<file path="config.mk">
export PLATFORM = sky130hd
export DESIGN_NAME = cache_lock_ctrl
export DESIGN_NICKNAME = d
export VERILOG_FILES = /design/src/include/cache_lock_pkg.sv /design/src/hdl/cache_lock_ctrl.sv
export SDC_FILE = /design/constraint.sdc
export NUM_CORES = 1
export LEC_CHECK = 0
export BUFFER_PORTS_ARGS = -buffer_cell sky130_fd_sc_hd__buf_2
export CAP_MARGIN = 20
export CORE_AREA = 4 4 64 66
export CTS_CLUSTER_SIZE = 16
export DETAILED_ROUTE_END_ITERATION = 6
export DIE_AREA = 0 0 68 70
export HOLD_SLACK_MARGIN = 0.15
export PLACE_DENSITY = 0.78
export REMOVE_ABC_BUFFERS = 1
export SYNTH_ARGS = -nofsm -noshare
export SYNTH_HDL_FRONTEND = slang
export SYNTH_SLANG_ARGS = --single-unit
</file>
<file path="constraint.sdc">
create_clock -name i_mclk -period 1.7 [get_ports i_mclk]
set_input_delay 0.17 -clock i_mclk [delete_from_list [all_inputs] [get_ports i_mclk]]
set_output_delay 0.17 -clock i_mclk [all_outputs]
set_load 0.02 [all_outputs]
</file>
<file path="src/include/cache_lock_pkg.sv">
// Constants and types for the cache lock, mode and invalidate control
`default_nettype none
package cache_lock_pkg;
   // ==========================================================
   // Register layout of cache_control (upper half only)
   localparam int          CC_WIDTH       = 32;
   localparam int          HALF_LOCK_BIT  = 27;
   localparam int          DCM_MSB        = 26;
   localparam int          DCM_LSB        = 25;
   localparam int          INVA_BIT       = 24;
   localparam int          BPE_BIT        = 19;
   localparam int          BINV_BIT       = 18;
   localparam logic [31:0] CC_RESET       = 32'h0000_0000;

   // ==========================================================
   // Cache geometry and replacement
   localparam int          NUM_SETS_DEF   = 128;
   localparam int          NUM_WAYS       = 4;
   localparam logic [1:0]  RR_RESET       = 2'h0;
   localparam logic [1:0]  RR_STEP        = 2'h1;
   localparam logic [3:0]  LOCKED_WAYS    = 4'h3;

   // ==========================================================
   // Types
   typedef enum logic [1:0] {
      MODE_WT_IMPRECISE  = 2'b00,
      MODE_COPYBACK      = 2'b01,
      MODE_CI_PRECISE    = 2'b10,
      MODE_CI_IMPRECISE  = 2'b11
   } dcache_mode_t;

   typedef enum logic [0:0] {
      SWEEP_IDLE = 1'b0,
      SWEEP_RUN  = 1'b1
   } sweep_state_t;
endpackage
`default_nettype wire

</file>
<file path="src/hdl/cache_lock_ctrl.sv">
// Cache lock, default mode, invalidate-all and branch cache control
`timescale 1ns/1ps
`default_nettype none
module cache_lock_ctrl #(
   parameter int NUM_SETS = cache_lock_pkg::NUM_SETS_DEF
) (
   input  wire logic                        i_mclk,
   input  wire logic                        i_resetn,
   input  wire logic                        i_cc_wr,
   input  wire logic [31:0]                 i_cc_wdata,
   output logic      [31:0]                 o_cc_rdata,
   input  wire logic                        i_fill_req,
   input  wire logic [3:0]                  i_set_valid,
   output logic                             o_fill_vld,
   output logic      [1:0]                  o_fill_way,
   input  wire logic                        i_acc_req,
   input  wire logic                        i_lmw_hit,
   input  wire logic                        i_acw_hit,
   input  wire cache_lock_pkg::dcache_mode_t i_win_mode,
   output logic                             o_acc_vld,
   output cache_lock_pkg::dcache_mode_t     o_acc_mode,
   input  wire logic                        i_upd_req,
   input  wire logic [1:0]                  i_upd_way,
   output logic                             o_upd_go,
   output logic      [1:0]                  o_upd_way,
   output logic                             o_data_stall,
   output logic                             o_sweep_clr,
   output logic [$clog2(NUM_SETS)-1:0]      o_sweep_set,
   output logic                             o_branch_en,
   output logic                             o_branch_inval
);
   import cache_lock_pkg::*;

   // ==========================================================
   // State
   localparam int              SET_W    = $clog2(NUM_SETS);
   localparam logic [SET_W-1:0] LAST_SET = SET_W'(NUM_SETS - 1);
   localparam logic [SET_W-1:0] SET_ONE  = SET_W'(1);

   typedef struct packed {
      sweep_state_t     sweep;
      logic [SET_W-1:0] sweep_set;
      logic             stall;
      logic             inva;
      logic             half_lock;
      dcache_mode_t     dcm;
      logic             bpe;
      logic             binv;
      logic [1:0]       rr;
      logic             fill_vld;
      logic [1:0]       fill_way;
      logic             acc_vld;
      dcache_mode_t     acc_mode;
      logic             upd_go;
      logic [1:0]       upd_way;
      logic [31:0]      rdata;
   } state_t;

   localparam state_t ST_RESET = '{
      sweep:    SWEEP_IDLE,
      dcm:      MODE_WT_IMPRECISE,
      acc_mode: MODE_WT_IMPRECISE,
      rdata:    CC_RESET,
      default:  '0
   };

   state_t st_ff;
   state_t nxt_st;
   logic   busy;

   // Lowest-numbered invalid way of a set
   function automatic logic [1:0] lowest_invalid(input logic [3:0] vld);
      logic [1:0] way;
      way = 2'h3;
      for (int w = NUM_WAYS - 1; w >= 0; w--) begin
         if (!vld[w]) begin
            way = 2'(w);
         end
      end
      return way;
   endfunction

   // ==========================================================
   // Next state
   always_comb begin
      nxt_st          = st_ff;
      nxt_st.fill_vld = 1'b0;
      nxt_st.acc_vld  = 1'b0;
      nxt_st.upd_go   = 1'b0;
      nxt_st.binv     = 1'b0;
      busy            = (st_ff.sweep == SWEEP_RUN);

      // Sweep one set per cycle, then drop the invalidate bit
      case (st_ff.sweep)
         SWEEP_RUN: begin
            if (st_ff.sweep_set == LAST_SET) begin
               nxt_st.sweep = SWEEP_IDLE;
               nxt_st.inva  = 1'b0;
            end else begin
               nxt_st.sweep_set = st_ff.sweep_set + SET_ONE;
            end
         end
         SWEEP_IDLE: begin
            nxt_st.sweep = SWEEP_IDLE;
         end
         default: begin
            nxt_st.sweep = SWEEP_IDLE;
         end
      endcase

      // Register write; a new invalidate wins over the self-clear
      if (i_cc_wr) begin
         nxt_st.half_lock = i_cc_wdata[HALF_LOCK_BIT];
         nxt_st.dcm       = dcache_mode_t'(i_cc_wdata[DCM_MSB:DCM_LSB]);
         nxt_st.bpe       = i_cc_wdata[BPE_BIT];
         nxt_st.binv      = i_cc_wdata[BINV_BIT];
         if (i_cc_wdata[INVA_BIT]) begin
            nxt_st.sweep     = SWEEP_RUN;
            nxt_st.sweep_set = '0;
            nxt_st.inva      = 1'b1;
         end
      end
      nxt_st.stall = (nxt_st.sweep == SWEEP_RUN);

      // Fill way selection
      if (i_fill_req && !busy) begin
         nxt_st.fill_vld = 1'b1;
         if (st_ff.half_lock) begin
            if (&i_set_valid[3:2]) begin
               nxt_st.fill_way = {1'b1, st_ff.rr[1]};
               nxt_st.rr       = {~st_ff.rr[1], st_ff.rr[0]};
            end else begin
               nxt_st.fill_way = lowest_invalid(i_set_valid | LOCKED_WAYS);
            end
         end else if (&i_set_valid) begin
            nxt_st.fill_way = st_ff.rr;
            nxt_st.rr       = st_ff.rr + RR_STEP;
         end else begin
            nxt_st.fill_way = lowest_invalid(i_set_valid);
         end
      end

      // Effective mode of a data access
      if (i_acc_req && !busy) begin
         nxt_st.acc_vld = 1'b1;
         if (i_lmw_hit || i_acw_hit) begin
            nxt_st.acc_mode = i_win_mode;
         end else begin
            nxt_st.acc_mode = st_ff.dcm;
         end
      end

      // Write hits and explicit line ops reach any way, locked or not
      if (i_upd_req && !busy) begin
         nxt_st.upd_go  = 1'b1;
         nxt_st.upd_way = i_upd_way;
      end

      // Readback; reserved and lower bits read zero
      nxt_st.rdata                  = CC_RESET;
      nxt_st.rdata[HALF_LOCK_BIT]   = nxt_st.half_lock;
      nxt_st.rdata[DCM_MSB:DCM_LSB] = nxt_st.dcm;
      nxt_st.rdata[INVA_BIT]        = nxt_st.inva;
      nxt_st.rdata[BPE_BIT]         = nxt_st.bpe;
   end

   // ==========================================================
   // Registers; reset leaves cache arrays alone, no sweep starts
   always_ff @(posedge i_mclk or negedge i_resetn) begin
      if (!i_resetn) begin
         st_ff <= ST_RESET;
      end else begin
         st_ff <= nxt_st;
      end
   end

   assign o_cc_rdata     = st_ff.rdata;
   assign o_fill_vld     = st_ff.fill_vld;
   assign o_fill_way     = st_ff.fill_way;
   assign o_acc_vld      = st_ff.acc_vld;
   assign o_acc_mode     = st_ff.acc_mode;
   assign o_upd_go       = st_ff.upd_go;
   assign o_upd_way      = st_ff.upd_way;
   assign o_data_stall   = st_ff.stall;
   assign o_sweep_clr    = st_ff.stall;
   assign o_sweep_set    = st_ff.sweep_set;
   assign o_branch_en    = st_ff.bpe;
   assign o_branch_inval = st_ff.binv;
endmodule
`default_nettype wire

</file>
* Word-level counts from Yosys, hierarchy flattened
Index checks and enable logic that the tools add are counted.
** Cells by class
- $add $sub $neg :: 2
- Bitwise gates (word level) :: 3
- Reduce and logical (&&, ||, !) cells :: 10
- Equality and inequality tests :: 2
- Mux-type cells :: 23
** Operators by type and width (count)
- 2-bit 2-to-1 mux :: 8
- 8-bit 2-to-1 mux :: 2
- 7-bit 2-to-1 mux :: 2
- 3-bit 2-to-1 mux :: 3
- 7-bit by 1-bit adder with 7-bit output (second input constant) :: 1
- 7-bit equality test (second input constant) :: 1
- 1-bit 2-to-1 mux :: 6
- 6-bit 2-to-1 mux :: 1
- 6-bit AND reduction :: 1
- 4-bit AND reduction :: 1
- 1-bit logical AND :: 3
- 1-bit NOT :: 3
- 3-bit AND reduction :: 1
- 2-bit by 1-bit adder with 2-bit output (second input constant) :: 1
- 2-bit by 1-bit != test with 1-bit output (second input constant) :: 1
- 1-bit one-hot mux with 2 select lines :: 1
- 2-bit AND reduction :: 1
- 2-bit nonzero test :: 1
- 1-bit logical NOT :: 1
- 1-bit logical OR :: 1
** Storage, ports and cells
- Word-level logic and storage cells :: 56
- Output and inout port bits :: 52
- Flip-flop bits (word level) :: 30
- Input bits :: 48

* Logic depth before layout (Yosys ltp)
Gate-level depths: netlist of the first run.
- Word-level depth :: 6
- Gate-level depth with buffers :: 5
- Depth with buffers taken out :: 5

* Worst setup path before layout of the first run
OpenSTA, ideal clock, no wires.
- Kind :: register to register
- From :: register o_data_stall (netlist name)
- To :: register st_ff[41] (netlist bit)
- Path slack :: 0.482 ns
- Data arrival time :: 1.139 ns
- Cell stages (with the launch flop) :: 6
- Cell sequence :: dfrtp_1 -> nor2b_1 -> buf_4 -> nand3_2 -> nor3_2 -> xor2_1
** RTL lines
- end signal: assignment :: RTL line cache_lock_ctrl.sv:173 : st_ff <= nxt_st;
- end: declaration :: RTL line cache_lock_ctrl.sv:67 : state_t st_ff;

==> out/results.tsv, run 1 <==
metric	value	unit
power.switching	0.000442	W
finalNetCount	233	
cts_setup_buffers	0	
status	complete, no violations	
io_pins	100	
grt.overflow.total	0	
cp-startpoint	o_sweep_set[0]$_DFF_PN0_	
grt_pass1_vias	904	
num_vias	989	
hold_class	in -> reg	
tns	0	ns
drt-vias-per-instance	4.28	
synthCells	142	
r2r_start	o_sweep_set[0]$_DFF_PN0_	
diodes	0	
dr.first_iter.drc_count	41	
synthFlopType	dfrtp_1	
p_comb_share	25.9	%
num_rows	22	
cts_max_path_buffers	2	
dp_hpwl	1960	um
cts_buffers	3	
cp.required	1.89	ns
max_stage_delay	0.45	ns
clock_latency	0.31	ns
yosys_warnings	0	
antenna_found_initial	0	
fin_skew	0.00964	ns
post-place-cells	215	
worstPathCellList	ha_1, a41o_1, nand3_1, o21ai_0	
nFillCells	366	
rsz0062_at_grt	no	
grt_pass1_wl	4050	um
gp_congestion	0.828	
multi_input_area	504	sq um
portBuffers	46	
grt_max_degree	26	
avgSynthCellArea	9.91	sq um
cts.sinks	25	
dp_slack	0.452	ns
finalCriticalPeriod	1.29	ns
drc	0	
worstSetupStartpointType	register	
initial_utilization	39.3	%
ctsHtreeMaxLevel	1	
die_w	68	um
ff_latch_area	626	sq um
yosysSeqAreaShare	44.4	%
dieHeight	70	um
synth_seq_cells	25	
max-vdd-ir-drop	0.281	mV
routed_wl	2610	um
end_kind	register	
cts_tree	done	
p_clk_share	20.3	%
synth_edf_count	0	
critPathTopFamily	flip-flops	
timing.final.ws_setup	0.413	ns
async_reset_ff_share	100	%
root_buffer	clkbuf_4	
synth_area	1410	sq um
finalHoldViolCount	0	
tightest_slew	0.563	ns
crit_type	reg -> reg	
setup_viol	0	
intPower	0.000856	W
avgRoutedWirePerCell	11.3	um
path_clk_slew	0.14	ns
syn_to_final_growth	13.2	%
cp_slowest_cell	dfrtp_1	
fin_hold_ws	0.167	ns
fmax	0.777	GHz
layout-drive-gt1-share	31.7	%
grt_usage	11.0	%
fin_crit_sh	75.7	%
leakagePower	0.861	nW
switching_share	34.0	%
core_area	3580	sq um
critPathBufInv	0	
p_seq_share	53.8	%
p_per_area	815	nW/um^2
drv_slew	0	
fin_total_pwr	0.00130	W
die_area	4760	sq um
holdBufCountCts	12	
antenna_left	0	
final_cells	231	
firstDrtPassIters	4	
max_slew_margin	62.4	%
critPathArrivalTime	1.48	ns
maxCapViolations	0	
ys_types	26	
worstPathMaxFanout	4	
hold_start	i_cc_wr	
cts_resized	0	
-- worst paths after layout --
path                                                  end  slack, ns  depth (start not counted)
worst max-delay path             o_sweep_set[1]$_DFF_PN0_       0.41                          4
worst min-delay path             o_branch_inval$_DFF_PN0_       0.17                          2
worst max register to register   o_sweep_set[1]$_DFF_PN0_       0.41                          4
worst min register to register  o_acc_mode[1]$_DFFE_PN0P_       0.51                          2
max in group asynchronous           st_ff[42]$_DFFE_PN0P_       0.94                          2
min in group asynchronous       o_acc_mode[1]$_DFFE_PN0P_       0.38                          2
-- registers in the layout (all words and copies together) (netlist names) --
register and cells:
o_fill_way 2, o_sweep_set 7, o_data_stall 1, o_acc_vld 1
o_acc_mode 2, o_branch_inval 1, o_upd_way 2, st_ff 3
o_fill_vld 1, o_cc_rdata 4, o_upd_go 1
-- through the flow --
stage	utilization (%)	instance area (sq um)
6_report	44.5	1590
5_1_grt	44.5	1590
4_1_cts	44.5	1590
3_5_place_dp	40.4	1450
3_3_place_gp	40.4	1450
2_1_floorplan	-	1150
-- power by group through the flow --
stage | Combinational [W] | Clock (W) | Sequential, W
after floorplan | 0.000137 | 0 | 0.000769
after global placement | 0.000311 | 0 | 0.000709
after detailed placement | 0.000315 | 0 | 0.000711
after CTS | 0.000337 | 0.000274 | 0.000700
after global routing | 0.000374 | 0.000305 | 0.000708
final | 0.000336 | 0.000263 | 0.000699
-- cells in the mapped netlist (2+ instances only) --
library cell,instances,area [sq um]
a31oi_1,8,50.1
and2_1,3,18.8
and3_1,2,12.5
buf_4,47,353
dfrtp_1,25,626
inv_1,5,18.8
mux2_2,6,67.6
mux2i_1,2,20.0
nand2_1,10,37.5
nand3_1,2,10.0
nor2_1,8,30.0
nor2b_1,2,12.5
o21ai_0,8,40.0
xor2_1,2,17.5
-- routing by layer --
metal  up-vias  track usage [%]  wire, um
met5         -                0         0
met4         0             3.97        10
met3         2             2.57       196
met2        34             19.0      1370
met1       471             13.0      1040
li1        482                -         -
-- area by class of cell --
cell class	count	area share [%]
clock buffers	4	1.65
flip-flops and latches	25	39.3
inverters	5	1.18
well taps	48	3.77
multi-input cells	90	31.7
repair buffers	59	22.5
-- cells by family after synthesis --
kind of cell | share of synthesized area [%]
buffers and inverters | 26.7
AOI/OAI and AO/OA | 8.98
muxes | 6.22
xor gates and xnor gates | 1.87
adders and majority gates | 0.889
DFF | 44.4
and+or+nand+nor | 10.7
other | 0.266
-- layout by cell type, fill, tap and decap left out --
cell	synthesis	layout
clkbuf_4	0	3
mux2i_1	2	2
dlygate4sd3_1	0	12
mux2_2	6	6
nor2_1	8	8
o21ai_1	1	1
o211ai_1	1	1
inv_1	5	5
nor3_2	1	1
nand3_1	2	2
a31oi_1	8	8
conb_1	1	27
and3_1	2	2
xor2_1	2	2
a21oi_1	1	1
o21ai_0	8	8
xnor2_1	1	1
and4_1	1	1
nand3_2	1	1
nand2_1	10	10
nor2b_1	2	2
a41o_1	1	1
dfrtp_1	25	25
a211o_1	1	1
clkbuf_1	1	1
ha_1	1	1
buf_2	0	46
and2_1	3	3
buf_4	47	1
(Power assumes the default switching activity.)
==> inputs of run 2 (changes only) <==
CORE_AREA = 4 4 67 69   (was 4 4 64 66)
DIE_AREA = 0 0 71 73   (was 0 0 68 70)
PLACE_DENSITY = 0.75   (was 0.78)
clock period = 1.1 ns   (was 1.7 ns; I/O delays follow)
==> run 2 against run 1 <==
Compared with the run above: the flow now finishes with violations (setup timing); utilization is 1.5 points higher; total power is 79% higher; clock power is 100% higher; count of clock-buffer cells in the layout stayed put; first-iteration DRC count is 24% higher; via count is 4.2% higher; register-to-register slack worse by 0.51 ns; design area is 13% higher; largest power group unchanged; non-clock buffer count is 11 higher; worst hold slack worse by 0.0034 ns; cell count is 5.6% higher; die area is 8.9% higher.
==> out/results.tsv, run 2 (same netlist as run 1, synthesis figures left out) <==
metric	value	unit	change
final_cell_mix	40 x buf_2, 27 x conb_1, 21 x dfrtp_1, 13 x dlygate4sd3_1, 10 x buf_4		
leakagePower	0.941	nW	+9.3%
violations	setup timing		
timing.final.ws_setup	-0.102	ns	-0.515 ns
finalHoldViolCount	0		unchanged
cts_max_path_buffers	2		unchanged
cp_slowest_cell	dfrtp_2		
antenna_left	0		unchanged
finalCriticalPeriod	1.20	ns	-0.0852 ns
layout_commonest_cell	buf_2		
dieHeight	73	um	+4.3%
crit_type	reg -> reg		
grt_pass1_vias	1010		+12%
diodes	0		unchanged
critPathArrivalTime	1.39	ns	-0.09 ns
path_clk_slew	0.08	ns	-0.06 ns
max_stage_delay	0.49	ns	+0.04 ns
grt_usage	11.4	%	+0.36 points
antenna_found_initial	0		unchanged
max-vdd-ir-drop	0.428	mV	+52%
cp.required	1.29	ns	-0.60 ns
max_slew_margin	62.8	%	+0.41 points
tns	-0.433	ns	-0.433 ns
r2r_start	o_data_stall$_DFF_PN0_		
critPathTopFamily	flip-flops		
cp-startpoint	o_data_stall$_DFF_PN0_		
critPathBufInv	0		unchanged
end_kind	register		
firstDrtPassIters	4		unchanged
final_area	1800	sq um	+13%
ctsHtreeMaxLevel	1		unchanged
p_per_area	1290	nW/um^2	+58%
die_area	5180	sq um	+8.9%
grt_pass1_wl	4620	um	+14%
setup_viol	8		+8
status	complete, but fails checks		
r2r_cells	4		unchanged
io_pins	100		unchanged
cts_tree	done		
gp_congestion	0.724		-13%
fin_total_pwr	0.00232	W	+79%
finalNetCount	244		+4.7%
fmax	0.832	GHz	+7.1%
final_cells	244		+5.6%
cts.sinks	25		unchanged
clock_latency	0.26	ns	-0.05 ns
nFillCells	387		+5.7%
drc	0		unchanged
r2r-end	o_sweep_set[5]$_DFF_PN0_		
drt-vias-per-instance	4.23		-1.3%
core_area	3910	sq um	+9.4%
routed_wl	2980	um	+14%
grt_max_degree	26		unchanged
postPlaceCellArea	1510	sq um	+4.3%
hold_class	in -> reg		
crit_cells	4		unchanged
avgRoutedWirePerCell	12.2	um	+7.8%
final_util	46.0	%	+1.5 points
post-place-cells	225		+4.7%
dp_hpwl	2130	um	+8.4%
root_buffer	clkbuf_8		
die_w	71	um	+4.4%
rsz0062_at_grt	yes		
worstSetupStartpointType	register		
fin_skew	0.00179	ns	-0.00785 ns
dr.first_iter.drc_count	51		+24%
grt.overflow.total	0		unchanged
num_rows	23		+4.5%
layout-drive-gt1-share	42.8	%	+11 points
largest_reg_flops	7		unchanged
cts_buffers	3		unchanged
fin_crit_sh	109	%	+34 points
tightest_slew	0.557	ns	-0.00620 ns
crit_end	o_sweep_set[5]$_DFF_PN0_		
syn_to_final_growth	27.8	%	
worstPathMaxFanout	8		+4
maxCapViolations	0		unchanged
worstPathCellList	and4_1, and3_4, o21ai_2, a31oi_1		
num_vias	1031		+4.2%
portBuffers	46		unchanged
initial_utilization	36.0	%	-3.4 points
r2r_setup_slack	-0.10	ns	-0.51 ns
drv_slew	0		unchanged
run 2: changes by cell type in the layout (fill, tap and decap cells not counted), moves of 3 or more:
cell / previous run / this run
buf_6: 0 / 7
dfrtp_2: 0 / 4
o21ai_0: 8 / 5
clkbuf_8: 0 / 3
dfrtp_1: 25 / 21
clkbuf_4: 3 / 0
buf_2: 46 / 40
buf_4: 1 / 10
nor2_2: 0 / 3
nor2_1: 8 / 5
run 2: final cells by class:
cell class              count  area, sq um  share of cell area (%)
flip-flops and latches     25          631                    35.0
multi-input cells          90          558                    31.0
repair buffers             70          484                    26.9
well taps                  50         62.6                    3.48
clock buffers               4         45.0                    2.50
inverters                   5         18.8                    1.04
run 2: worst min-delay path by stage:
stage                              start                        end  cells after the start
after floorplan                 i_resetn  o_acc_mode[0]$_DFFE_PN0P_                      0
after global placement          i_resetn   o_sweep_set[5]$_DFF_PN0_                      1
after detailed placement        i_resetn   o_sweep_set[5]$_DFF_PN0_                      1
after CTS                 i_set_valid[2]  o_fill_way[0]$_DFFE_PN0P_                      3
after global routing             i_cc_wr   o_branch_inval$_DFF_PN0_                      2
final                     i_set_valid[2]  o_fill_way[0]$_DFFE_PN0P_                      3
run 2: layer usage:
| layer | track usage, % | up-vias | part of all wire, % |
|---|---|---|---|
| li1 | - | 506 | - |
| met1 | 12.8 | 472 | 39 |
| met2 | 19.4 | 45 | 51 |
| met3 | 3.58 | 8 | 8.1 |
| met4 | 6.05 | 0 | 2.5 |
| met5 | 0 | - | 0 |
run 2: metrics by stage:
stage | setup WS, ns | hold slack (ns)
4_1_cts | -0.0930 | 0.162
3_3_place_gp | -0.111 | 0.135
5_1_grt | -0.158 | 0.179
3_5_place_dp | -0.140 | 0.138
6_report | -0.102 | 0.163
2_1_floorplan | -0.303 | -0.186
run 2: worst min-delay path: cells and delay by family:
kind / cells / cell delay [ns]
AO/OA/AOI/OAI: 2 / 0.15
buffers and inverters: 1 / 0.13
run 2: what timing repair did:
item	4_1_cts	5_1_grt
pin swaps	6	4
endpoints found under the hold margin	38	0
resized for setup	17	18
buffers inserted	1	1
setup endpoints to repair	15	24
hold buffers	13	0
run 2: power breakdown:
| part | switching, W | total, W | internal (W) |
|---|---|---|---|
| Combinational | 0.000379 | 0.000686 | 0.000307 |
| Sequential | 0.0000935 | 0.00110 | 0.00100 |
| Clock | 0.000279 | 0.000538 | 0.000259 |
| Total | 0.000751 | 0.00232 | 0.00157 |
